**config.mk**
```make
export PLATFORM = sky130hd
export DESIGN_NAME = move_cmp_unit
export DESIGN_NICKNAME = d
export VERILOG_FILES = /design/src/move_cmp_pkg.sv /design/src/move_cmp_unit.sv
export SDC_FILE = /design/constraint.sdc
export NUM_CORES = 1
export LEC_CHECK = 0
export BUFFER_PORTS_ARGS = -buffer_cell sky130_fd_sc_hd__buf_2
export CAP_MARGIN = 5
export CORE_MARGIN = 1.5
export CORE_UTILIZATION = 34
export CTS_BUF_LIST = sky130_fd_sc_hd__clkbuf_4 sky130_fd_sc_hd__clkbuf_8
export DETAILED_ROUTE_END_ITERATION = 12
export GPL_TIMING_DRIVEN = 0
export PLACE_DENSITY = 0.51
export SYNTH_ARGS = -nofsm -noshare
export SYNTH_HDL_FRONTEND = slang
export SYNTH_SLANG_ARGS = --single-unit
```
**constraint.sdc**
```tcl
create_clock -name clk -period 6 [get_ports clk]
set_clock_uncertainty 0.05 [all_clocks]
set_input_delay 0.6 -clock clk [delete_from_list [all_inputs] [get_ports clk]]
set_output_delay 0.6 -clock clk [all_outputs]
set_load 0.05 [all_outputs]
```
**src/move_cmp_pkg.sv**
```systemverilog
// Contract
// - condition false: no transfer, compare, destination or flag change
// - bit move: designator low digits pick source bit, high digits dest
// - non-BCD designator or bit number above 15 flags error, skips move
// - digit move copies up to four digits, wrapping past digit 3 to 0
// - any low designator digit above 3 flags error and skips the move
// - block start bits from two low control digits, count from two high
// - block transfer counts up to 255 bits, FF in the high byte
// - block transfer runs past bit 15 into bit 0 of the next word
// - source or destination range leaving its data area flags error
// - faulty indirect address flags error for every instruction here
// - compare result goes to flags at 25505, 25506 and 25507
package move_cmp_pkg;
  localparam int WORD_W = 16;
  localparam int APB_AW = 12;
  // -------------------------------------------------------------------
  // opcodes and operand fields
  // -------------------------------------------------------------------
  localparam logic [1:0] OP_BIT_MOVE = 2'h0;
  localparam logic [1:0] OP_DIGIT_MOVE = 2'h1;
  localparam logic [1:0] OP_BLOCK = 2'h2;
  localparam logic [1:0] OP_COMPARE = 2'h3;
  localparam logic [3:0] BCD_MAX = 4'h9;
  localparam logic [7:0] BIT_LAST = 8'h0F;
  localparam logic [7:0] TENS_WEIGHT = 8'h0A;
  localparam logic [3:0] DIGIT_LAST = 4'h3;
  localparam int DD_SRC_LSB = 0;
  localparam int DD_CNT_LSB = 4;
  localparam int DD_DST_LSB = 8;
  localparam int BLK_SRC_LSB = 0;
  localparam int BLK_DST_LSB = 4;
  localparam int BLK_CNT_LSB = 8;
  localparam int FLAG_ADDR_GR = 25505;
  localparam int FLAG_ADDR_EQ = 25506;
  localparam int FLAG_ADDR_LE = 25507;
  // -------------------------------------------------------------------
  // register map
  // -------------------------------------------------------------------
  localparam logic [APB_AW-1:0] REG_STATUS = 12'h000;
  localparam logic [APB_AW-1:0] REG_MASK = 12'h004;
  localparam logic [APB_AW-1:0] REG_FLAGS = 12'h008;
  localparam logic [APB_AW-1:0] REG_CTRL = 12'h00C;
  localparam int EV_W = 2;
  localparam int EV_DONE = 0;
  localparam int EV_ERROR = 1;
  localparam int FL_ERR = 0;
  localparam int FL_GR = 1;
  localparam int FL_EQ = 2;
  localparam int FL_LE = 3;
  localparam int FL_BUSY = 4;
  localparam int CTRL_ENABLE = 0;
  localparam logic CTRL_ENABLE_RST = 1'h1;
  // -------------------------------------------------------------------
  // types
  // -------------------------------------------------------------------
  typedef enum logic [5:0] {
    ST_IDLE = 6'h01,
    ST_CHECK = 6'h02,
    ST_RD_SRC = 6'h04,
    ST_RD_DST = 6'h08,
    ST_WR = 6'h10,
    ST_FINISH = 6'h20
  } state_t;
  typedef struct packed {
    logic [1:0] op;
    logic cond;
    logic [WORD_W-1:0] a;
    logic [WORD_W-1:0] b;
    logic [WORD_W-1:0] dst;
    logic [WORD_W-1:0] src_last;
    logic [WORD_W-1:0] dst_last;
    logic fault;
  } instr_t;
  typedef struct packed {
    logic req;
    logic we;
    logic [WORD_W-1:0] addr;
    logic [WORD_W-1:0] wdata;
  } mem_req_t;
endpackage : move_cmp_pkg

```
**src/move_cmp_unit.sv**
```systemverilog
// Implementation choices: the APB register port and the register offsets.
`timescale 1ns/1ns
`default_nettype none
module move_cmp_unit (
  // clock, reset, enable
  input wire logic clk,
  input wire logic rstn,
  input wire logic ce,
  // instruction from sequencer
  input wire logic instr_start,
  input wire move_cmp_pkg::instr_t instr,
  output logic instr_busy,
  output logic instr_done,
  // result flags
  output logic instruction_error_flag,
  output logic greater_flag,
  output logic equal_flag,
  output logic less_flag,
  // data memory
  output move_cmp_pkg::mem_req_t mem,
  input wire logic [move_cmp_pkg::WORD_W-1:0] mem_rdata,
  input wire logic mem_ack,
  // apb slave
  input wire logic psel,
  input wire logic penable,
  input wire logic pwrite,
  input wire logic [move_cmp_pkg::APB_AW-1:0] paddr,
  input wire logic [31:0] pwdata,
  output logic [31:0] prdata,
  output logic pready,
  output logic pslverr,
  // interrupt
  output logic irq
);
  localparam int W = move_cmp_pkg::WORD_W;

  // ---------------------------------------------------------------------
  // helpers
  // ---------------------------------------------------------------------
  function automatic logic bcd_ok(input logic [W-1:0] w);
    logic ok;
    ok = 1'b1;
    for (int i = 0; i < W / 4; i++) begin
      if (w[i*4 +: 4] > move_cmp_pkg::BCD_MAX) begin
        ok = 1'b0;
      end
    end
    return ok;
  endfunction : bcd_ok

  function automatic logic [7:0] bcd2(input logic [7:0] d);
    return 8'(d[7:4] * move_cmp_pkg::TENS_WEIGHT) + {4'h0, d[3:0]};
  endfunction : bcd2

  function automatic logic [W-1:0] digit_move(input logic [W-1:0] s,
      input logic [W-1:0] d, input logic [W-1:0] dd);
    logic [W-1:0] r;
    logic [1:0] si;
    logic [1:0] di;
    r = d;
    si = 2'h0;
    di = 2'h0;
    for (int i = 0; i < 4; i++) begin
      si = 2'(dd[move_cmp_pkg::DD_SRC_LSB +: 2] + 2'(i));
      di = 2'(dd[move_cmp_pkg::DD_DST_LSB +: 2] + 2'(i));
      if (4'(i) <= dd[move_cmp_pkg::DD_CNT_LSB +: 4]) begin
        r[{di, 2'h0} +: 4] = s[{si, 2'h0} +: 4];
      end
    end
    return r;
  endfunction : digit_move

  // ---------------------------------------------------------------------
  // latched instruction and decode
  // ---------------------------------------------------------------------
  move_cmp_pkg::state_t state_ff;
  move_cmp_pkg::instr_t ins_ff;
  move_cmp_pkg::mem_req_t mem_ff;
  logic cond_ff, busy_ff, done_ff, err_ff, gr_ff, eq_ff, le_ff, ctrl_en_ff;
  logic [W-1:0] srcw_ff, sw_ff, dw_ff, wr_word, blk_word;
  logic [3:0] sbit_ff, dbit_ff;
  logic [7:0] cnt_ff, src_num, dst_num, blk_cnt;
  logic accept, bad_bit, bad_digit, bad_block, bad;
  logic [8:0] s_span, d_span;
  logic [W:0] s_end, d_end;

  assign accept = ce && instr_start && state_ff == move_cmp_pkg::ST_IDLE;
  assign src_num = bcd2(ins_ff.b[7:0]);
  assign dst_num = bcd2(ins_ff.b[15:8]);
  assign bad_bit = !bcd_ok(ins_ff.b) || src_num > move_cmp_pkg::BIT_LAST ||
                   dst_num > move_cmp_pkg::BIT_LAST;
  assign bad_digit =
    ins_ff.b[move_cmp_pkg::DD_SRC_LSB +: 4] > move_cmp_pkg::DIGIT_LAST ||
    ins_ff.b[move_cmp_pkg::DD_CNT_LSB +: 4] > move_cmp_pkg::DIGIT_LAST ||
    ins_ff.b[move_cmp_pkg::DD_DST_LSB +: 4] > move_cmp_pkg::DIGIT_LAST;
  assign blk_cnt = ins_ff.b[move_cmp_pkg::BLK_CNT_LSB +: 8];
  assign s_span = 9'({5'h0, ins_ff.b[move_cmp_pkg::BLK_SRC_LSB +: 4]} +
                  {1'h0, blk_cnt} - 9'h001);
  assign d_span = 9'({5'h0, ins_ff.b[move_cmp_pkg::BLK_DST_LSB +: 4]} +
                  {1'h0, blk_cnt} - 9'h001);
  assign s_end = {1'h0, ins_ff.a} + {12'h000, s_span[8:4]};
  assign d_end = {1'h0, ins_ff.dst} + {12'h000, d_span[8:4]};
  assign bad_block = blk_cnt != 8'h00 &&
                     (s_end > {1'h0, ins_ff.src_last} ||
                      d_end > {1'h0, ins_ff.dst_last});
  always_comb begin
    bad = ins_ff.fault;
    case (ins_ff.op)
      move_cmp_pkg::OP_BIT_MOVE: bad = bad || bad_bit;
      move_cmp_pkg::OP_DIGIT_MOVE: bad = bad || bad_digit;
      move_cmp_pkg::OP_BLOCK: bad = bad || bad_block;
      default: bad = bad;
    endcase
  end

  // new destination word from the word just read
  always_comb begin
    blk_word = mem_rdata;
    blk_word[dbit_ff] = srcw_ff[sbit_ff];
    wr_word = mem_rdata;
    case (ins_ff.op)
      move_cmp_pkg::OP_BIT_MOVE: wr_word[dst_num[3:0]] =
        ins_ff.a[src_num[3:0]];
      move_cmp_pkg::OP_DIGIT_MOVE: wr_word =
        digit_move(ins_ff.a, mem_rdata, ins_ff.b);
      move_cmp_pkg::OP_BLOCK: wr_word = blk_word;
      default: wr_word = mem_rdata;
    endcase
  end

  // ---------------------------------------------------------------------
  // sequencer and memory port
  // ---------------------------------------------------------------------
  always_ff @(posedge clk or negedge rstn) begin
    if (!rstn) begin
      state_ff <= move_cmp_pkg::ST_IDLE;
      mem_ff <= '0;
      ins_ff <= '0;
      cond_ff <= 1'b0;
      busy_ff <= 1'b0;
      done_ff <= 1'b0;
      srcw_ff <= '0;
      sw_ff <= '0;
      dw_ff <= '0;
      sbit_ff <= 4'h0;
      dbit_ff <= 4'h0;
      cnt_ff <= 8'h00;
    end else if (ce) begin
      done_ff <= state_ff == move_cmp_pkg::ST_FINISH;
      case (state_ff)
        move_cmp_pkg::ST_IDLE: begin
          if (accept) begin
            ins_ff <= instr;
            cond_ff <= instr.cond && ctrl_en_ff;
            busy_ff <= 1'b1;
            state_ff <= move_cmp_pkg::ST_CHECK;
          end
        end
        move_cmp_pkg::ST_CHECK: begin
          sw_ff <= ins_ff.a;
          dw_ff <= ins_ff.dst;
          sbit_ff <= ins_ff.b[move_cmp_pkg::BLK_SRC_LSB +: 4];
          dbit_ff <= ins_ff.b[move_cmp_pkg::BLK_DST_LSB +: 4];
          cnt_ff <= blk_cnt;
          if (!cond_ff || bad) begin
            state_ff <= move_cmp_pkg::ST_FINISH;
          end else if (ins_ff.op == move_cmp_pkg::OP_COMPARE) begin
            state_ff <= move_cmp_pkg::ST_FINISH;
          end else if (ins_ff.op == move_cmp_pkg::OP_BLOCK) begin
            if (blk_cnt == 8'h00) begin
              state_ff <= move_cmp_pkg::ST_FINISH;
            end else begin
              mem_ff <= '{req: 1'b1, we: 1'b0, addr: ins_ff.a, wdata: '0};
              state_ff <= move_cmp_pkg::ST_RD_SRC;
            end
          end else begin
            mem_ff <= '{req: 1'b1, we: 1'b0, addr: ins_ff.dst, wdata: '0};
            state_ff <= move_cmp_pkg::ST_RD_DST;
          end
        end
        move_cmp_pkg::ST_RD_SRC: begin
          if (mem_ack) begin
            srcw_ff <= mem_rdata;
            mem_ff <= '{req: 1'b1, we: 1'b0, addr: dw_ff, wdata: '0};
            state_ff <= move_cmp_pkg::ST_RD_DST;
          end
        end
        move_cmp_pkg::ST_RD_DST: begin
          if (mem_ack) begin
            mem_ff <= '{req: 1'b1, we: 1'b1, addr: mem_ff.addr,
                        wdata: wr_word};
            state_ff <= move_cmp_pkg::ST_WR;
          end
        end
        move_cmp_pkg::ST_WR: begin
          if (mem_ack) begin
            mem_ff <= '0;
            if (ins_ff.op == move_cmp_pkg::OP_BLOCK && cnt_ff > 8'h01) begin
              sbit_ff <= 4'(sbit_ff + 4'h1);
              dbit_ff <= 4'(dbit_ff + 4'h1);
              if (sbit_ff == 4'hF) begin
                sw_ff <= W'(sw_ff + 1'b1);
              end
              if (dbit_ff == 4'hF) begin
                dw_ff <= W'(dw_ff + 1'b1);
              end
              cnt_ff <= 8'(cnt_ff - 8'h01);
              mem_ff <= '{req: 1'b1, we: 1'b0,
                          addr: (sbit_ff == 4'hF) ? W'(sw_ff + 1'b1) : sw_ff,
                          wdata: '0};
              state_ff <= move_cmp_pkg::ST_RD_SRC;
            end else begin
              state_ff <= move_cmp_pkg::ST_FINISH;
            end
          end
        end
        move_cmp_pkg::ST_FINISH: begin
          busy_ff <= 1'b0;
          state_ff <= move_cmp_pkg::ST_IDLE;
        end
        default: state_ff <= move_cmp_pkg::ST_IDLE;
      endcase
    end
  end

  // ---------------------------------------------------------------------
  // error and compare flags
  // ---------------------------------------------------------------------
  always_ff @(posedge clk or negedge rstn) begin
    if (!rstn) begin
      err_ff <= 1'b0;
      gr_ff <= 1'b0;
      eq_ff <= 1'b0;
      le_ff <= 1'b0;
    end else if (ce && state_ff == move_cmp_pkg::ST_FINISH && cond_ff) begin
      err_ff <= bad;
      if (ins_ff.op == move_cmp_pkg::OP_COMPARE && !bad) begin
        gr_ff <= ins_ff.a > ins_ff.b;
        eq_ff <= ins_ff.a == ins_ff.b;
        le_ff <= ins_ff.a < ins_ff.b;
      end
    end
  end

  // ---------------------------------------------------------------------
  // apb registers and interrupt
  // ---------------------------------------------------------------------
  logic [move_cmp_pkg::EV_W-1:0] status_ff, mask_ff, ev_set, ev_clr;
  logic [31:0] prdata_ff, rd_mux;
  logic pready_ff, pslverr_ff, irq_ff, apb_done, mapped;

  assign apb_done = psel && penable && pready_ff;
  assign mapped = paddr == move_cmp_pkg::REG_STATUS ||
                  paddr == move_cmp_pkg::REG_MASK ||
                  paddr == move_cmp_pkg::REG_FLAGS ||
                  paddr == move_cmp_pkg::REG_CTRL;
  always_comb begin
    ev_set = '0;
    if (state_ff == move_cmp_pkg::ST_FINISH) begin
      ev_set[move_cmp_pkg::EV_DONE] = 1'b1;
      ev_set[move_cmp_pkg::EV_ERROR] = cond_ff && bad;
    end
    // clear only the bits that the read reported
    ev_clr = '0;
    if (apb_done && !pwrite && paddr == move_cmp_pkg::REG_STATUS) begin
      ev_clr = prdata_ff[move_cmp_pkg::EV_W-1:0];
    end
    rd_mux = 32'h0000_0000;
    case (paddr)
      move_cmp_pkg::REG_STATUS: rd_mux[move_cmp_pkg::EV_W-1:0] = status_ff;
      move_cmp_pkg::REG_MASK: rd_mux[move_cmp_pkg::EV_W-1:0] = mask_ff;
      move_cmp_pkg::REG_FLAGS: begin
        rd_mux[move_cmp_pkg::FL_ERR] = err_ff;
        rd_mux[move_cmp_pkg::FL_GR] = gr_ff;
        rd_mux[move_cmp_pkg::FL_EQ] = eq_ff;
        rd_mux[move_cmp_pkg::FL_LE] = le_ff;
        rd_mux[move_cmp_pkg::FL_BUSY] = busy_ff;
      end
      move_cmp_pkg::REG_CTRL: rd_mux[move_cmp_pkg::CTRL_ENABLE] = ctrl_en_ff;
      default: rd_mux = 32'h0000_0000;
    endcase
  end

  always_ff @(posedge clk or negedge rstn) begin
    if (!rstn) begin
      pready_ff <= 1'b0;
      pslverr_ff <= 1'b0;
      prdata_ff <= 32'h0000_0000;
    end else if (ce) begin
      pready_ff <= psel && penable && !pready_ff;
      if (psel && penable && !pready_ff) begin
        pslverr_ff <= !mapped;
        prdata_ff <= pwrite ? 32'h0000_0000 : rd_mux;
      end else begin
        pslverr_ff <= 1'b0;
      end
    end
  end

  always_ff @(posedge clk or negedge rstn) begin
    if (!rstn) begin
      mask_ff <= '0;
      ctrl_en_ff <= move_cmp_pkg::CTRL_ENABLE_RST;
    end else if (ce && apb_done && pwrite) begin
      if (paddr == move_cmp_pkg::REG_MASK) begin
        mask_ff <= pwdata[move_cmp_pkg::EV_W-1:0];
      end
      if (paddr == move_cmp_pkg::REG_CTRL) begin
        ctrl_en_ff <= pwdata[move_cmp_pkg::CTRL_ENABLE];
      end
    end
  end

  // a new event wins over the read that clears it
  always_ff @(posedge clk or negedge rstn) begin
    if (!rstn) begin
      status_ff <= '0;
      irq_ff <= 1'b0;
    end else if (ce) begin
      status_ff <= (status_ff & ~ev_clr) | ev_set;
      irq_ff <= |(((status_ff & ~ev_clr) | ev_set) & mask_ff);
    end
  end

  assign instr_busy = busy_ff;
  assign instr_done = done_ff;
  assign instruction_error_flag = err_ff;
  assign greater_flag = gr_ff;
  assign equal_flag = eq_ff;
  assign less_flag = le_ff;
  assign mem = mem_ff;
  assign prdata = prdata_ff;
  assign pready = pready_ff;
  assign pslverr = pslverr_ff;
  assign irq = irq_ff;

  // ---------------------------------------------------------------------
  // checks
  // ---------------------------------------------------------------------
  logic fin;
  assign fin = ce && state_ff == move_cmp_pkg::ST_FINISH;
endmodule : move_cmp_unit
`default_nettype wire

```
==> results.md <==
* Synth Warn # at 0
* Iter 0 DRT Violations at roughly 1,200
* Avg Inst Size Synth at 8.65 um2
* Final Hold Vio Count at 29
* Reg clk slew, reported paths at approximately 0.05 ns
* EDFF count, synth at 0
* Unique masters post-synth at 81
* Hold_buf cts at 0
* Share of the synthesized area in the top cell type at 0.331
* Layout cell share with drive strength beyond 1 at 0.224
* Total chip power at 0.0125 W
* Crit start category: flip-flop
* DRT Wirelength at 58,200 um
* Nets at 2,326
* Max Cap Violations at 0
* Most frequent CP cell: ha_1
* Worst vdd ir at ~0.28 mV
* CTS tree: done
* CP Launch Point: ins_ff[50]
* Reg area at ~0.0052 mm2
* Power density over cell area at between 600 and 700 mW/mm2
* Total CTS buffers at 43
* Clock Power Share at 0.130
* Initial antenna violation count at 0
* Crit path max-delay cell type: dfrtp_1
* Minimum clock period at 5.78 ns
* Die X at 216 um
* Min-delay worst type: in -> async
* Dpl hpwl at 43,300 um
* Status: finished, violations left
* Die height at approximately 220 um
* Core area at 0.0452 mm2
* Leak pwr at 8.36 nW
* Slew HR at 0.301
* Antenna viol nets, final at 0
* Total iterations of the first detailed-routing run at 6
* Mapped Cells at 1,790
* FMAX at 173 MHz
* Global-route usage over all layers at 0.247
* Vias/cell at around 5.5
* Worst R2R Start: ins_ff[50]
* Seq pwr share at 0.205
* Port Buffer Count at 168
* Die area at 0.0468 mm2
* Cell type with the highest aggregate area in the netlist: dfrtp_1
* Ys flop type: dfrtp_1
* # setup viols final at 0
* Critical path class: reg -> reg
* Clk sinks at 207
* Cell-internal power at 0.00616 W
* Tcrit/Tclk final at 0.963
* Max stage delay on crit path at 0.42 ns
* Wire per inst at 21.7 um
* RSZ-0062 raised after global routing: true
* Switching power at 0.00634 W
* Final setup margin at between 0.2 and 0.25 ns
* Initial Util at 0.343
* Residual DRC count at 0
* Post-synthesis sequential area ratio at 0.335
* Vias in the first global route at around 15,000
* Synth top area cells: dfrtp_1 (33%), ha_1 (9.5%), nand2_1 (5.9%), o21ai_0 (5.5%), mux2_2 (4.7%)
* Switch share at 0.507
* Failing checks: hold timing
* First-pass GRT wire length at 88,300 um
* GRT overflow at 0
* Most frequent cell after synthesis: nand2_1
* I/O pin count at 227
* Multi-input combinational cell area at 0.00948 mm2
* Worst EP arrival at a little over 6 ns
* GP Congestion at ~0.96
* Comb pwr share at 0.666
* Hold_ws at -0.0683 ns
* Max Slew Vio Count at 0
* Most frequent cells after synthesis: nand2_1 (243), dfrtp_1 (205), o21ai_0 (170)
* Max clock buf depth at 3
* Crit path capture type: flip-flop
* Slew at the pin with the worst max-slew slack at approximately 1.0 ns
* Ys async rst share at 1.00
* Clock tree root buffer cell: clkbuf_8
* Largest net degree at the start of global routing at 105
* #FFs+latches synth at 207
* Crit path required time at 6.43 ns
* Area growth syn-to-layout at 19.9%
* Vias at ~15,000
* Cell Rows at 78
* Mapped Area at roughly 0.015 mm2
* Post-placement worst setup slack at -1.55 ns
* Largest fanout on the critical path at 8
* H-tree depth at 2
* Antenna cells at 0
* Clk Latency, worst-skew pair at around 0.63 ns
* Fillers at 4,630
-- registers in the layout, indices dropped and copies added, names as in the netlist, 6 cells and up --
signal / flops
cnt_ff: 8
mem: 34
state_ff: 6
ins_ff: 75
dw_ff: 16
sw_ff: 16
srcw_ff: 16
blk_cnt: 8
-- through the flow --
step,TNS [ns],utilization,instances,area (um2),hold slack [ns]
final,0,0.411,2683,18600,-0.0683
after global routing,-0.213,0.411,2683,18600,0.0323
after CTS,0,0.407,2675,18400,0.00201
after detailed placement,-49.09,0.381,2585,17200,0.417
after global placement,-47.02,0.380,2584,17200,0.412
after floorplan,0,-,1816,15600,0.254
-- critical path, delay by kind of cell, from the launching register on --
family | cells | cell delay (ns)
AO/OA/AOI/OAI | 10 | 1.75
XOR/XNOR | 2 | 0.39
adder cells (fa/ha/maj) | 4 | 1.03
buffers and inverters | 6 | 0.67
flip-flops | 1 | 0.42
multiplexers | 1 | 0.33
AND/OR/NAND/NOR | 8 | 0.98
-- placed cells by master, fill, tap and decap left out, drive strengths merged, types with 16 or more instances in the layout --
master,n
nand2,245
buf,238
dfrtp,205
o21ai,173
clkbuf,149
inv,129
a21oi,123
ha,117
nor2,85
mux2,65
nand3,55
xnor2,30
mux2i,28
nor3,28
o22ai,27
conb,27
mux4,25
xor2,25
nand4,20
and3,19
a221oi,19
nand2b,16
a31oi,16
nor2b,16
-- kinds of logic after synthesis --
| group | after synthesis | share of synthesized area |
|---|---|---|
| adder cells (fa/ha/maj) | 123 | 0.102 |
| other | 1 | 0.000242 |
| AND/OR/NAND/NOR | 535 | 0.161 |
| flip-flops | 207 | 0.335 |
| AO/OA/AOI/OAI | 494 | 0.198 |
| buffers and inverters | 257 | 0.0714 |
| XOR/XNOR | 55 | 0.0311 |
| multiplexers | 118 | 0.102 |
-- metal layers --
layer  vias to the layer above  GRT usage  share of wire  routed length, um
met4                         0      0.109          0.042               2440
met1                      7258      0.318           0.43              24800
met3                       135     0.0326          0.056               3270
met5                         -          0              0                  0
met2                       553      0.414           0.48              27700
li1                       6889          -              -                  -
-- cell type report --
class / count / share of cell area
Inverter: 129 / 0.0267
Buffer: 126 / 0.0348
Clock buffer: 69 / 0.0471
Tap cell: 600 / 0.0404
Sequential cell: 207 / 0.280
Multi-Input combinational cell: 1352 / 0.511
Clock inverter: 8 / 0.00263
Timing Repair Buffer: 192 / 0.0580
-- repair_timing --
action / in CTS / in global routing
cloned: 1 / 0
pin swaps: 10 / 24
setup endpoints to repair: 40 / 38
setup buffers: 13 / 9
resized for setup: 41 / 37
-- final timing paths --
path,endpoint,cells after the start,slack [ns]
hold / removal,blk_cnt[0],1,-0.07
min in group clk,ins_ff[27],3,0.12
max in group asynchronous,mem[23],2,4.92
hold reg to reg,srcw_ff[11],2,0.42
setup reg to reg,mem[15],31,0.22
setup / recovery,mem[15],31,0.22
-- power groups by stage --
stage | clock network (W) | logic [W] | registers (W)
floorplan | 0 | 0.00534 | 0.00261
global placement | 0 | 0.00754 | 0.00260
detailed placement | 0 | 0.00768 | 0.00261
CTS | 0.00166 | 0.00800 | 0.00256
global route | 0.00173 | 0.00918 | 0.00262
finish | 0.00162 | 0.00833 | 0.00256
No activity file was read; power rests on OpenSTA's default activity.
